===== config.mk =====
export PLATFORM = sky130hd
export DESIGN_NAME = ucpt_top
export DESIGN_NICKNAME = d
export VERILOG_FILES = /design/src/ucpt_pkg.sv /design/src/ucpt_delay.sv /design/src/ucpt_top.sv
export SDC_FILE = /design/constraint.sdc
export NUM_CORES = 1
export LEC_CHECK = 0
export ABC_CLOCK_PERIOD_IN_PS = 1870
export BUFFER_PORTS_ARGS = -buffer_cell sky130_fd_sc_hd__clkbuf_2
export CORE_UTILIZATION = 50
export DETAILED_ROUTE_END_ITERATION = 7
export GPL_TIMING_DRIVEN = 1
export PLACE_DENSITY = 0.73
export SLEW_MARGIN = 20
export SYNTH_ARGS = -nofsm -noshare
export SYNTH_HDL_FRONTEND = slang
export SYNTH_SLANG_ARGS = --single-unit

===== constraint.sdc =====
create_clock -name clk_sys_i -period 1.87 [get_ports clk_sys_i]
set_input_delay 0.561 -clock clk_sys_i [delete_from_list [all_inputs] [get_ports clk_sys_i]]
set_output_delay 0.561 -clock clk_sys_i [all_outputs]
set_load 0.02 [all_outputs]

===== src/ucpt_pkg.sv =====
// Shared constants for the ULPI chirp and packet timing block
package ucpt_pkg;
  // Register map (byte addresses) and fields
  localparam int ADDR_W = 4;
  localparam logic [3:0] REG_CTRL = 4'h0;
  localparam logic [3:0] REG_STATUS = 4'h4;
  localparam int CTRL_XS_LSB = 0;
  localparam int CTRL_OPM_LSB = 2;
  localparam int CTRL_TERM_BIT = 4;
  localparam int ST_LINE_LSB = 0;
  localparam int ST_RXACT_BIT = 2;
  localparam int ST_TXBUSY_BIT = 3;
  localparam int ST_PRE_BIT = 4;
  localparam int ST_LSRATE_BIT = 5;
  // Transceiver select, operating mode and line state codes
  localparam logic [1:0] XS_HS = 2'h0;
  localparam logic [1:0] XS_FS = 2'h1;
  localparam logic [1:0] XS_LS = 2'h2;
  localparam logic [1:0] XS_PRE = 2'h3;
  localparam logic [1:0] OPM_NORMAL = 2'h0;
  localparam logic [1:0] OPM_CHIRP = 2'h2;
  localparam logic [1:0] LN_SE0 = 2'h0;
  localparam logic [1:0] LN_NSQ = 2'h1;
  localparam logic [1:0] LN_SQ = 2'h2;
  localparam logic [1:0] XS_RESET = XS_FS;
  localparam logic [1:0] OPM_RESET = OPM_NORMAL;
  localparam logic TERM_RESET = 1'b1;
  // Pipeline delays in interface clocks
  localparam int DLY_W = 7;
  localparam logic [6:0] DLY_NONE = 7'h00;
  localparam logic [6:0] RXCMD_JK_DLY = 7'h04;
  localparam logic [6:0] RXCMD_SE0_HS = 7'h04;
  localparam logic [6:0] RXCMD_SE0_FS = 7'h05;
  localparam logic [6:0] RXCMD_SE0_LS = 7'h11;
  localparam logic [6:0] TXS_HS = 7'h02;
  localparam logic [6:0] TXS_FS = 7'h08;
  localparam logic [6:0] TXS_LS = 7'h4B;
  localparam logic [6:0] TXE_PKT_HS = 7'h04;
  localparam logic [6:0] TXE_SOF_HS = 7'h08;
  localparam logic [6:0] RXS_HS = 7'h06;
  localparam logic [6:0] RXE_HS = 7'h06;
  localparam logic [6:0] RXE_FS = 7'h12;
  localparam logic [6:0] RXE_LS = 7'h7B;
  // Full-speed bit time in system clocks, rounded up
  localparam int SYS_CLK_KHZ = 100000;
  localparam int FS_RATE_KBPS = 12000;
  localparam int FS_BIT_CYC = (SYS_CLK_KHZ + FS_RATE_KBPS - 1) / FS_RATE_KBPS;
  localparam int PRE_HDR_BITS = 16;
  localparam int PRE_J_BITS = 1;
  localparam int PRE_GAP_BITS = 4;
  localparam int PRE_CW = 8;
  localparam logic [7:0] PRE_HDR_CYC = 8'(PRE_HDR_BITS * FS_BIT_CYC);
  localparam logic [7:0] PRE_J_CYC = 8'(PRE_J_BITS * FS_BIT_CYC);
  localparam logic [7:0] PRE_REST_CYC = 8'((PRE_GAP_BITS - PRE_J_BITS) * FS_BIT_CYC);
  localparam logic [7:0] PRE_GAP_CYC = 8'(PRE_GAP_BITS * FS_BIT_CYC);
  // Synchroniser bundle layout
  localparam int SB_CLK = 0;
  localparam int SB_LINE = 1;
  localparam int SB_SQ = 3;
  localparam int SB_TXS = 4;
  localparam int SB_STP = 5;
  localparam int SB_SOF = 6;
  localparam int SB_RXS = 7;
  localparam int SB_RXE = 8;
  localparam int SYNC_W = 9;
  typedef enum logic [1:0] {
    PRE_IDLE = 2'h0,
    PRE_HDR = 2'h1,
    PRE_J = 2'h3,
    PRE_GAP = 2'h2
  } ucpt_pre_type;
endpackage


===== src/ucpt_delay.sv =====
// Tick-counted pipeline delay with a one-cycle done pulse
`timescale 1ns/10ps
module ucpt_delay (
  // Clock and reset
  input wire logic clk_sys_i,
  input wire logic reset_i,
  // Control
  input wire logic tick_i,
  input wire logic start_i,
  input wire logic [ucpt_pkg::DLY_W-1:0] count_i,
  // Status
  output logic busy_o,
  output logic done_o,
  output logic [ucpt_pkg::DLY_W-1:0] elapsed_o
);
  import ucpt_pkg::*;
  logic [DLY_W-1:0] cnt_q;

  // A restart while busy drops the old event; the newest one wins
  always_ff @(posedge clk_sys_i) begin
    if (reset_i) begin
      cnt_q <= DLY_NONE;
      busy_o <= 1'b0;
      done_o <= 1'b0;
      elapsed_o <= DLY_NONE;
    end else begin
      done_o <= 1'b0;
      if (start_i) begin
        elapsed_o <= DLY_NONE;
        cnt_q <= count_i;
        busy_o <= (count_i != DLY_NONE);
        done_o <= (count_i == DLY_NONE);
      end else if (busy_o && tick_i) begin
        elapsed_o <= elapsed_o + 1'b1;
        cnt_q <= cnt_q - 1'b1;
        if (cnt_q == 7'h01) begin
          busy_o <= 1'b0;
          done_o <= 1'b1;
        end
      end
    end
  end
endmodule


===== src/ucpt_top.sv =====
// Transceiver-side chirp, pipeline delay and preamble timing
//
// Added by the designer: the register addresses and the Avalon-MM slave port.
`timescale 1ns/10ps
// Functional notes
// RQ1 - Sleeping peripheral link restarts its clock within 5.6 ms; chirp K done by 7 ms.
// RQ2 - Host link with no peripheral chirp keeps SE0 until bus reset ends.
// RQ3 - Host answers 2.5 us peripheral K with alternating chirp within 100 us.
// RQ4 - Each host chirp K or J lasts 40 to 60 us.
// RQ5 - Peripheral needs K-J-K-J-K-J, each at least 2.5 us, to see host chirp.
// RQ6 - Peripheral then sets termination select 0 and normal mode, entering high speed.
// RQ7 - High speed reports not-squelch as 01 and squelch as 10 on line state.
// RQ8 - Host returns to normal mode after chirp before sending packets.
// RQ9 - Line state report lags J/K by 4 clocks; SE0 by 4, 4-6, 16-18.
// RQ10 - Transmit start, receive start and receive end delays follow the speed table.
// RQ11 - High-speed transmit end delay is 3-4 clocks, 6-9 for start-of-frame.
// RQ12 - Host waits 15-24, 7-18 or 77-247 clocks between its transmit packets.
// RQ13 - That wait counts from stop at high speed, SE0-to-J report at full.
// RQ14 - Link waits 1-14, 7-18 or 77-247 clocks before answering a receive.
// RQ15 - That wait counts from receive end, or SE0-to-J report at lower speeds.
// RQ16 - Peripheral link accepts receive packets one clock apart.
// RQ17 - Response time-out is 92, 80 or 718 clocks after transmitting.
// RQ18 - Select code 11 enters preamble mode, otherwise behaving as full speed.
// RQ19 - In preamble mode each packet gets a full-speed header, then goes low speed.
// RQ20 - At least four full-speed bit times between header PID and low-speed sync.
// RQ21 - Drive J for at least one full-speed bit time after the header PID.
// RQ22 - Preamble mode also receives low-speed packets from the full-speed bus.
// RQ23 - Peripheral starts chirp after 2.5 us of SE0, in high speed chirp mode.
// RQ24 - Operating mode 10 selects chirp transmit and receive.
// RQ25 - Link measures its windows with interface-clock counters restarted per event.
module ucpt_top (
  // Clock and reset
  input wire logic clk_sys_i,
  input wire logic reset_i,
  // Avalon-MM slave
  input wire logic [ucpt_pkg::ADDR_W-1:0] avs_address_i,
  input wire logic avs_read_i,
  input wire logic avs_write_i,
  input wire logic [31:0] avs_writedata_i,
  output logic [31:0] avs_readdata_o,
  output logic avs_waitrequest_o,
  // Interface clock and bus-side events
  input wire logic ulpi_clk_i,
  input wire logic [1:0] line_i,
  input wire logic squelch_i,
  input wire logic rx_sync_i,
  input wire logic rx_end_i,
  // Link-side transmit events
  input wire logic tx_start_i,
  input wire logic tx_stp_i,
  input wire logic tx_sof_i,
  // Event and mode outputs
  output logic [1:0] linestate_o,
  output logic rxcmd_valid_o,
  output logic [1:0] rxcmd_line_o,
  output logic tx_go_o,
  output logic tx_end_o,
  output logic rx_active_o,
  output logic pre_hdr_o,
  output logic pre_drive_j_o,
  output logic ls_rate_o,
  output logic term_sel_o
);
  import ucpt_pkg::*;

  logic [SYNC_W-1:0] s1_q, s2_q, s3_q, stab_q, prev_q;
  logic [1:0] xs_q, opm_q;
  logic [1:0] line_d;
  logic tick, txs_ev, stp_ev, rxs_ev, rxe_ev, line_chg, pre_done, sof_q;
  logic [DLY_W-1:0] rxc_cnt, txs_cnt, txe_cnt, rxs_cnt, rxe_cnt;
  logic [DLY_W-1:0] rxc_el, txs_el, txe_el, rxe_el;
  logic txs_busy, rxs_done, rxe_done, txs_start;
  ucpt_pre_type pre_q;
  logic [PRE_CW-1:0] pre_cnt_q, gap_cyc_q;

  // Pin inputs: three stages, a change counts once stages two and three agree
  always_ff @(posedge clk_sys_i) begin
    if (reset_i) begin
      s1_q <= '0;
      s2_q <= '0;
      s3_q <= '0;
      stab_q <= '0;
      prev_q <= '0;
    end else begin
      s1_q <= {rx_end_i, rx_sync_i, tx_sof_i, tx_stp_i, tx_start_i, squelch_i, line_i, ulpi_clk_i};
      s2_q <= s1_q;
      s3_q <= s2_q;
      if (s2_q == s3_q) begin
        stab_q <= s3_q;
      end
      prev_q <= stab_q;
    end
  end

  // All pipeline delays count rising edges of the interface clock; the preamble counts system clocks
  assign tick = stab_q[SB_CLK] & ~prev_q[SB_CLK];
  assign txs_ev = stab_q[SB_TXS] & ~prev_q[SB_TXS];
  assign stp_ev = stab_q[SB_STP] & ~prev_q[SB_STP];
  assign rxs_ev = stab_q[SB_RXS] & ~prev_q[SB_RXS];
  assign rxe_ev = stab_q[SB_RXE] & ~prev_q[SB_RXE];

  // Avalon slave: one wait cycle, then the access completes
  always_ff @(posedge clk_sys_i) begin
    if (reset_i) begin
      avs_waitrequest_o <= 1'b1;
      avs_readdata_o <= 32'h0000_0000;
      xs_q <= XS_RESET;
      opm_q <= OPM_RESET;
      term_sel_o <= TERM_RESET;
    end else begin
      avs_waitrequest_o <= ~((avs_read_i | avs_write_i) & avs_waitrequest_o);
      if (avs_read_i && avs_waitrequest_o) begin
        avs_readdata_o <= 32'h0000_0000;
        unique case (avs_address_i)
          REG_CTRL: begin
            avs_readdata_o[CTRL_XS_LSB +: 2] <= xs_q;
            avs_readdata_o[CTRL_OPM_LSB +: 2] <= opm_q;
            avs_readdata_o[CTRL_TERM_BIT] <= term_sel_o;
          end
          REG_STATUS: begin
            avs_readdata_o[ST_LINE_LSB +: 2] <= linestate_o;
            avs_readdata_o[ST_RXACT_BIT] <= rx_active_o;
            avs_readdata_o[ST_TXBUSY_BIT] <= txs_busy;
            avs_readdata_o[ST_PRE_BIT] <= (pre_q != PRE_IDLE);
            avs_readdata_o[ST_LSRATE_BIT] <= ls_rate_o;
          end
          default: begin
          end
        endcase
      end
      if (avs_write_i && !avs_waitrequest_o && avs_address_i == REG_CTRL) begin
        xs_q <= avs_writedata_i[CTRL_XS_LSB +: 2]; // [RQ18]
        opm_q <= avs_writedata_i[CTRL_OPM_LSB +: 2];
        term_sel_o <= avs_writedata_i[CTRL_TERM_BIT];
      end
    end
  end

  // Line state seen by the link; chirp mode passes the raw line
  always_comb begin
    line_d = stab_q[SB_LINE +: 2]; // [RQ24]
    if (xs_q == XS_HS && opm_q == OPM_NORMAL) begin
      line_d = stab_q[SB_SQ] ? LN_SQ : LN_NSQ; // [RQ7]
    end
  end

  always_ff @(posedge clk_sys_i) begin
    if (reset_i) begin
      linestate_o <= LN_SE0;
      rxcmd_line_o <= LN_SE0;
    end else begin
      linestate_o <= line_d;
      if (line_chg) begin
        rxcmd_line_o <= line_d;
      end
    end
  end
  assign line_chg = (line_d != linestate_o);

  // Delay selection per speed; preamble sends and receives at low-speed pace
  always_comb begin
    rxc_cnt = RXCMD_JK_DLY; // [RQ9]
    txs_cnt = TXS_FS;
    txe_cnt = DLY_NONE;
    rxs_cnt = DLY_NONE;
    rxe_cnt = RXE_FS;
    unique case (xs_q)
      XS_HS: begin
        txs_cnt = TXS_HS; // [RQ10]
        txe_cnt = stab_q[SB_SOF] ? TXE_SOF_HS : TXE_PKT_HS; // [RQ11]
        rxs_cnt = RXS_HS;
        rxe_cnt = RXE_HS;
        if (line_d == LN_SE0) begin
          rxc_cnt = RXCMD_SE0_HS;
        end
      end
      XS_LS: begin
        txs_cnt = TXS_LS;
        rxe_cnt = RXE_LS;
        if (line_d == LN_SE0) begin
          rxc_cnt = RXCMD_SE0_LS;
        end
      end
      default: begin
        if (xs_q == XS_PRE) begin
          txs_cnt = TXS_LS; // [RQ19]
          rxe_cnt = RXE_LS; // [RQ22]
        end
        if (line_d == LN_SE0) begin
          rxc_cnt = RXCMD_SE0_FS; // [RQ18]
        end
      end
    endcase
  end

  assign txs_start = (txs_ev && xs_q != XS_PRE) || pre_done;

  ucpt_delay u_rxc (.clk_sys_i(clk_sys_i), .reset_i(reset_i), .tick_i(tick), .start_i(line_chg),
    .count_i(rxc_cnt), .busy_o(), .done_o(rxcmd_valid_o), .elapsed_o(rxc_el));
  ucpt_delay u_txs (.clk_sys_i(clk_sys_i), .reset_i(reset_i), .tick_i(tick), .start_i(txs_start),
    .count_i(txs_cnt), .busy_o(txs_busy), .done_o(tx_go_o), .elapsed_o(txs_el));
  ucpt_delay u_txe (.clk_sys_i(clk_sys_i), .reset_i(reset_i), .tick_i(tick), .start_i(stp_ev),
    .count_i(txe_cnt), .busy_o(), .done_o(tx_end_o), .elapsed_o(txe_el));
  ucpt_delay u_rxs (.clk_sys_i(clk_sys_i), .reset_i(reset_i), .tick_i(tick), .start_i(rxs_ev),
    .count_i(rxs_cnt), .busy_o(), .done_o(rxs_done), .elapsed_o());
  ucpt_delay u_rxe (.clk_sys_i(clk_sys_i), .reset_i(reset_i), .tick_i(tick), .start_i(rxe_ev),
    .count_i(rxe_cnt), .busy_o(), .done_o(rxe_done), .elapsed_o(rxe_el));

  // Receive framing; a start in the same cycle as an end wins for back-to-back packets
  always_ff @(posedge clk_sys_i) begin
    if (reset_i) begin
      rx_active_o <= 1'b0;
      sof_q <= 1'b0;
    end else begin
      if (rxs_done) begin
        rx_active_o <= 1'b1;
      end else if (rxe_done) begin
        rx_active_o <= 1'b0;
      end
      if (stp_ev) begin
        sof_q <= stab_q[SB_SOF];
      end
    end
  end

  // Preamble header, held J, remaining gap, then the low-speed packet
  always_ff @(posedge clk_sys_i) begin
    if (reset_i) begin
      pre_q <= PRE_IDLE;
      pre_cnt_q <= '0;
      pre_hdr_o <= 1'b0;
      pre_drive_j_o <= 1'b0;
      ls_rate_o <= 1'b0;
    end else begin
      if (pre_q != PRE_IDLE && pre_cnt_q != '0) begin
        pre_cnt_q <= pre_cnt_q - 1'b1;
      end
      unique case (pre_q)
        PRE_IDLE: begin
          if (txs_ev && xs_q == XS_PRE) begin
            pre_q <= PRE_HDR; // [RQ19]
            pre_cnt_q <= PRE_HDR_CYC - 1'b1;
            pre_hdr_o <= 1'b1;
          end
        end
        PRE_HDR: begin
          if (pre_cnt_q == '0) begin
            pre_q <= PRE_J;
            pre_cnt_q <= PRE_J_CYC - 1'b1;
            pre_hdr_o <= 1'b0;
            pre_drive_j_o <= 1'b1; // [RQ21]
          end
        end
        PRE_J: begin
          if (pre_cnt_q == '0) begin
            pre_q <= PRE_GAP;
            pre_cnt_q <= PRE_REST_CYC - 1'b1; // [RQ20]
            pre_drive_j_o <= 1'b0;
          end
        end
        PRE_GAP: begin
          if (pre_cnt_q == '0) begin
            pre_q <= PRE_IDLE;
            ls_rate_o <= 1'b1;
          end
        end
      endcase
      // The set at the end of the gap wins over a coinciding transmit end
      if (tx_end_o && !pre_done) begin
        ls_rate_o <= 1'b0;
      end
    end
  end
  assign pre_done = (pre_q == PRE_GAP) && (pre_cnt_q == '0);

  // Cycles since the header ended, read only by the checks below
  always_ff @(posedge clk_sys_i) begin
    if (reset_i || pre_hdr_o) begin
      gap_cyc_q <= '0;
    end else if (gap_cyc_q != '1) begin
      gap_cyc_q <= gap_cyc_q + 1'b1;
    end
  end
endmodule


Word level (Yosys, flattened, before mapping) --
Index checks and enable logic that the tools add are counted.
Word-level totals: register bits 120, input bits 49, output and inout port bits 45, logic and storage cells 199
Operators by class: $add $sub $neg 6, equality and inequality tests 18, mux-type cells 71, bitwise operators 13, reduce and logical (&&, ||, !) cells 58
Operators with widths (count):
- 7-bit two-way mux | 12
- 1-bit two-way mux | 37
- 7-bit by 1-bit equality test with 1-bit output (second input constant) | 5
- 7-bit logical NOT | 5
- 7-bit nonzero test | 5
- 7-bit by 1-bit subtractor with 7-bit output (second input constant) | 5
- 8-bit two-way mux | 4
- 7-bit one-hot mux with 2 select lines | 2
- 2-bit nonzero test | 14
- 8-bit one-hot mux with 3 select lines | 1
- 5-bit one-hot mux with 2 select lines | 2
- 1-bit logical AND | 14
- 2-bit two-way mux | 6
- 2-bit AND reduction | 6
- 9-bit equality test | 1
- 2-bit equality test (second input constant) | 4
- 2-bit logical NOT | 4
- 8-bit logical NOT | 1
- 4-bit two-way mux | 2
- 2-bit != test (second input constant) | 4
- 2-bit one-hot mux with 4 select lines | 1
- 8-bit nonzero test | 1
- 8-bit by 1-bit subtractor with 8-bit output (second input constant) | 1
- 1-bit AND | 6
- other kinds (15) | 23

Longest topological paths before layout --
depth in word-level cells 8, gate-level depth with buffers 6, gate-level depth less buffers 6

Modules after synthesis --
From an unflattened synthesis, not the netlist that was laid out.
Second synthesis, totals: cell total of the unflattened synthesis 791, area, all modules 7078.0 um2
By module, submodules not included:
- ucpt_delay | instances 5, cells each 93, area an instance 799.5 um2, seq. area each 320.3 um2
- ucpt_top | instances 1, cells each 326, area an instance 3080.5 um2, seq. area each 1421.4 um2

Least setup slack after synthesis --
No wires, ideal clock.
path kind input-to-reg, from in avs_address_i[1] (netlist bit), to reg term_sel_o, setup time 129 ps, data arrival time 1883 ps, required time 1741 ps, slack -142 ps, stages on the path 6, path buffers 2, path through or3_4 -> buf_6 -> or4b_4 -> buf_6 -> mux2i_1 -> nand2_1
Between the ends: cells in the longest elaborated chain, start to end 2
RTL lines:
- start: declaration | line ucpt_top.sv:36 | input wire logic [ucpt_pkg::ADDR_W-1:0] avs_address_i,
- 4-bit logical NOT | line ucpt_top.sv:131 | if (avs_write_i && !avs_waitrequest_o && avs_address_i == REG_CTRL) begin
- 1-bit logical AND | line ucpt_top.sv:131
- end signal: assignment | line ucpt_top.sv:134 | term_sel_o <= avs_writedata_i[CTRL_TERM_BIT];
- end: declaration | line ucpt_top.sv:62 | output logic term_sel_o
No other way between the ends. A chain may end at the register's enable or synchronous reset.

Worst setup path in the final report --
from reg pre_cnt_q[1], to reg pre_cnt_q[4]
Between the ends: cells in the longest elaborated chain, start to end 5, elaborated cells between the ends (all ways) 9, those cells by class 1 x add/sub; 5 x mux; 3 x reduce/logical
RTL lines:
- start: declaration | line ucpt_top.sv:74 | logic [PRE_CW-1:0] pre_cnt_q, gap_cyc_q;
- start signal: assignment | line ucpt_top.sv:236 | pre_cnt_q <= pre_cnt_q - 1'b1;
- start signal: assignment | line ucpt_top.sv:242 | pre_cnt_q <= PRE_HDR_CYC - 1'b1;
- start signal: assignment | line ucpt_top.sv:249 | pre_cnt_q <= PRE_J_CYC - 1'b1;
- parallel branches: the longest is 4 deep, another holds 8-bit by 1-bit subtractor with 8-bit output
- 8-bit one-hot mux with 3 select lines * | line ucpt_top.sv:238 | unique case (pre_q)
Mark *: on every way between the ends.

==> impl_metrics.env <==
export IMPL_gp_congestion=0.826
export IMPL_synth_top_flop_cell="dfxtp_1"
export IMPL_path_common_cell="buf_4"
export IMPL_grt_overflow=0
export IMPL_syn_area_per_cell_um2=9.25
export IMPL_clk_pin_slew_ns=0.06
export IMPL_dp_hpwl_um=6930
export IMPL_synthAdderAreaFrac_pct=2.91
export IMPL_worst_pin_slew_ns=0.577
export IMPL_synth_compound_area_share_pct=9.38
export IMPL_drv_cap=0
export IMPL_vias_per_cell=5.16
export IMPL_htree_levels=4
export IMPL_synth_cell_types=62
export IMPL_slew_headroom_pct=61.1
export IMPL_reg2regPathDepth=9
export IMPL_min_from="tx_sof_i"
export IMPL_worstReg2RegStart="pre_cnt_q[1]"
export IMPL_drive_gt1_share_pct=18.6
export IMPL_antennaDiodeCount=0
export IMPL_drtIter0Drc=171
export IMPL_fin_crit_sh_pct=95.4
export IMPL_reg2reg_slack_ns=0.09
export IMPL_synth_top_area_share_pct=45.0
export IMPL_rows=36
export IMPL_whs_path_depth=2
export IMPL_p_total_mw=6.20
export IMPL_synth_area_leaders="dfxtp_1 45%, nor2b_1 5.3%, xnor2_1 4.4%"
export IMPL_hp_class="primary input to flop"
export IMPL_path_class="flop to flop"
export IMPL_boundaryPins=94
export IMPL_drt_total_wl_um=10000
export IMPL_p_leak_nw=2.50
export IMPL_dp_cells=732
export IMPL_use_met3_pct=5.85
export IMPL_design_die_area_um2=10700
export IMPL_grt_busiest_layer="met2"
export IMPL_cp_cell_sequence="inv_1, ha_2, nor4b_4, buf_4, buf_4, nand2_1, buf_4, a21oi_1, a2111oi_1"
export IMPL_status="finished, final reports clean"
export IMPL_hold_end="s1_q[6]"
export IMPL_cts_tree="done"
export IMPL_synth_seq_cells=116
export IMPL_synthSimpleGateAreaFrac_pct=24.6
export IMPL_cts_buffer_depth=2
export IMPL_setup_viol=0
export IMPL_final_common_cell="dfxtp_1"
export IMPL_grt_use_total_pct=19.8
export IMPL_synth_area_um2=5160
export IMPL_cp_slowest_cell="dfxtp_1"
export IMPL_maxSlewViolCount=0
export IMPL_place_ws_ns=-0.0761
export IMPL_path_buf_inv=4
export IMPL_ant_nets=0
export IMPL_grt_max_degree=20
export IMPL_first_pass_iters=4
export IMPL_layout_min_cycle_time_ns=1.78
export IMPL_synthCells=558
export IMPL_cts_root_buf="clkbuf_8"
export IMPL_io_buffers=40
export IMPL_yosys_area_top_type="dfxtp_1"
export IMPL_grt_pass1_vias=3673
export IMPL_ys_warn_count=0
export IMPL_synth_top_family_by_area="simple AND/OR/NAND/NOR gates"
export IMPL_numCtsBuffers=17
export IMPL_ctsHoldBuffers=0
export IMPL_critPathMaxStageDelay_ns=0.36
export IMPL_finalHoldViolCount=0
export IMPL_fmax_ghz=0.560
export IMPL_grt_first_pass_wirelength_um=17100
export IMPL_final_cell_mix="115 x dfxtp_1, 52 x nor2_1, 44 x nor2b_1"
export IMPL_die_h_um=104
export IMPL_r2r_end="pre_cnt_q[4]"
export IMPL_crit_fanout=5
export IMPL_yosys_mux_area_fraction_pct=3.81
export IMPL_met2_usage_pct=32.5
export IMPL_synthArstFlopShare_pct=0
export IMPL_synth_edf_count=0
export IMPL_drc=0
export IMPL_final_cells=766
export IMPL_insertion_delay_ns=0.52
export IMPL_critPathTopFamily="buffers and inverters"
export IMPL_yosysSeqAreaShare_pct=45.0
export IMPL_skew_ns=0.00749
export IMPL_arrival_ns=2.19
export IMPL_layout_setup_ws_ns=0.0854
export IMPL_ir_drop_mv=0.626
export IMPL_antenna_found_initial=0
export IMPL_synth_xor_area_share_pct=6.96
export IMPL_nets=681
export IMPL_cp_start_kind="flop"
export IMPL_wl_per_cell_um=13.1
export IMPL_areaGrowthSynthToFinish_pct=19.3
export IMPL_coreArea_um2=9910
export IMPL_use_met1_pct=23.9
export IMPL_pwr_density_cell_nw_per_um2=1010
export IMPL_endpoint_kind="flop"
export IMPL_cp_required_ns=2.28
export IMPL_cts_num_sinks=116
export IMPL_num_vias=3952
export IMPL_start_util_pct=52.1
export IMPL_die_x_um=104
## cells in the mapped netlist, types with 14 or more instances
cell type  count
dfxtp_1      116
nor2_1        52
nor2b_1       44
nand2_1       39
a21oi_1       30
buf_4         26
xnor2_1       26
clkbuf_1      19
nor3_1        19
inv_1         18
xor2_1        15
mux2i_1       14
## where the power goes
part | total, mW | leakage (nW) | switching [mW] | internal, mW
Combinational | 0.387 | 1.27 | 0.222 | 0.164
Clock | 3.26 | 0.293 | 1.13 | 2.13
Sequential | 2.55 | 0.940 | 0.0299 | 2.52
Total | 6.20 | 2.50 | 1.38 | 4.81
## sequential cells by signal, indices dropped and copies added, names as in the netlist, 2 cells and up
name and flops:
u_rxs.cnt_q 7, u_rxe.cnt_q 7, linestate_o 2, pre_cnt_q 8
xs_q 2, s1_q 9, u_txs.cnt_q 7, stab_q 9
rxcmd_line_o 2, avs_readdata_o 6, s3_q 9, u_rxc.cnt_q 7
s2_q 9, prev_q 5, u_txe.cnt_q 7, opm_q 2
pre_q 2
## per-stage QoR
stage | cell area [µm²] | utilization (%) | hold WS [ns] | TNS, ns
finish | 6160 | 62.1 | 0.247 | 0
global route | 6160 | 62.1 | 0.230 | -0.00435
CTS | 6130 | 61.9 | 0.226 | 0
detailed placement | 5520 | 55.7 | 0.420 | -0.313
global placement | 5520 | 55.7 | 0.419 | -0.205
floorplan | 5260 | - | 0.413 | -0.514
## area by class of cell
cell class / count / area (µm²)
inverter: 18 / 67.6
fill: 834 / 3750
sequential: 116 / 2320
timing repair buffer: 68 / 423
clock inverter: 12 / 154
clock buffer: 20 / 455
multi-input combinational: 399 / 2570
tap: 133 / 166
## routing by layer
metal / wire, µm / part of all wire, %
met5: 0 / 0
met4: 198 / 2.0
met3: 411 / 4.1
met2: 4780 / 48
met1: 4660 / 46
## how the worst max path moves through the flow
stage | start | cells after the start | slack, ns | endpoint
2_1_floorplan | avs_address_i[1] | 6 | -0.11 | term_sel_o
3_3_place_gp | avs_address_i[1] | 5 | -0.05 | xs_q[0]
3_5_place_dp | avs_address_i[1] | 5 | -0.08 | opm_q[1]
4_1_cts | linestate_o[1] | 1 | 0.1 | linestate_o[1]
5_1_grt | pre_cnt_q[1] | 9 | -0.004 | pre_cnt_q[4]
6_report | pre_cnt_q[1] | 9 | 0.09 | pre_cnt_q[4]
## worst register-to-register path: stages, from the launching register on
cell	delay, ns
dfxtp_1	0.36
inv_1	0.09
ha_2	0.19
nor4b_4	0.13
buf_4	0.17
buf_4	0.14
nand2_1	0.06
buf_4	0.13
a21oi_1	0.06
a2111oi_1	0.35
## cells by family (layout without fill, tap and decap cells)
group                    Yosys count  in the layout
AND/OR/NAND/NOR                  226            226
flip-flops                       116            116
AO/OA/AOI/OAI                     75             75
buffers and inverters             68            118
XOR/XNOR                          41             41
multiplexers                      19             19
adder cells (fa/ha/maj)           12             12
other                              1             26
## what timing repair did
item	in CTS	in global routing
setup buffers	0	2
setup endpoints to repair	0	3
gates resized for setup	0	6
(Power assumes the default switching activity.)
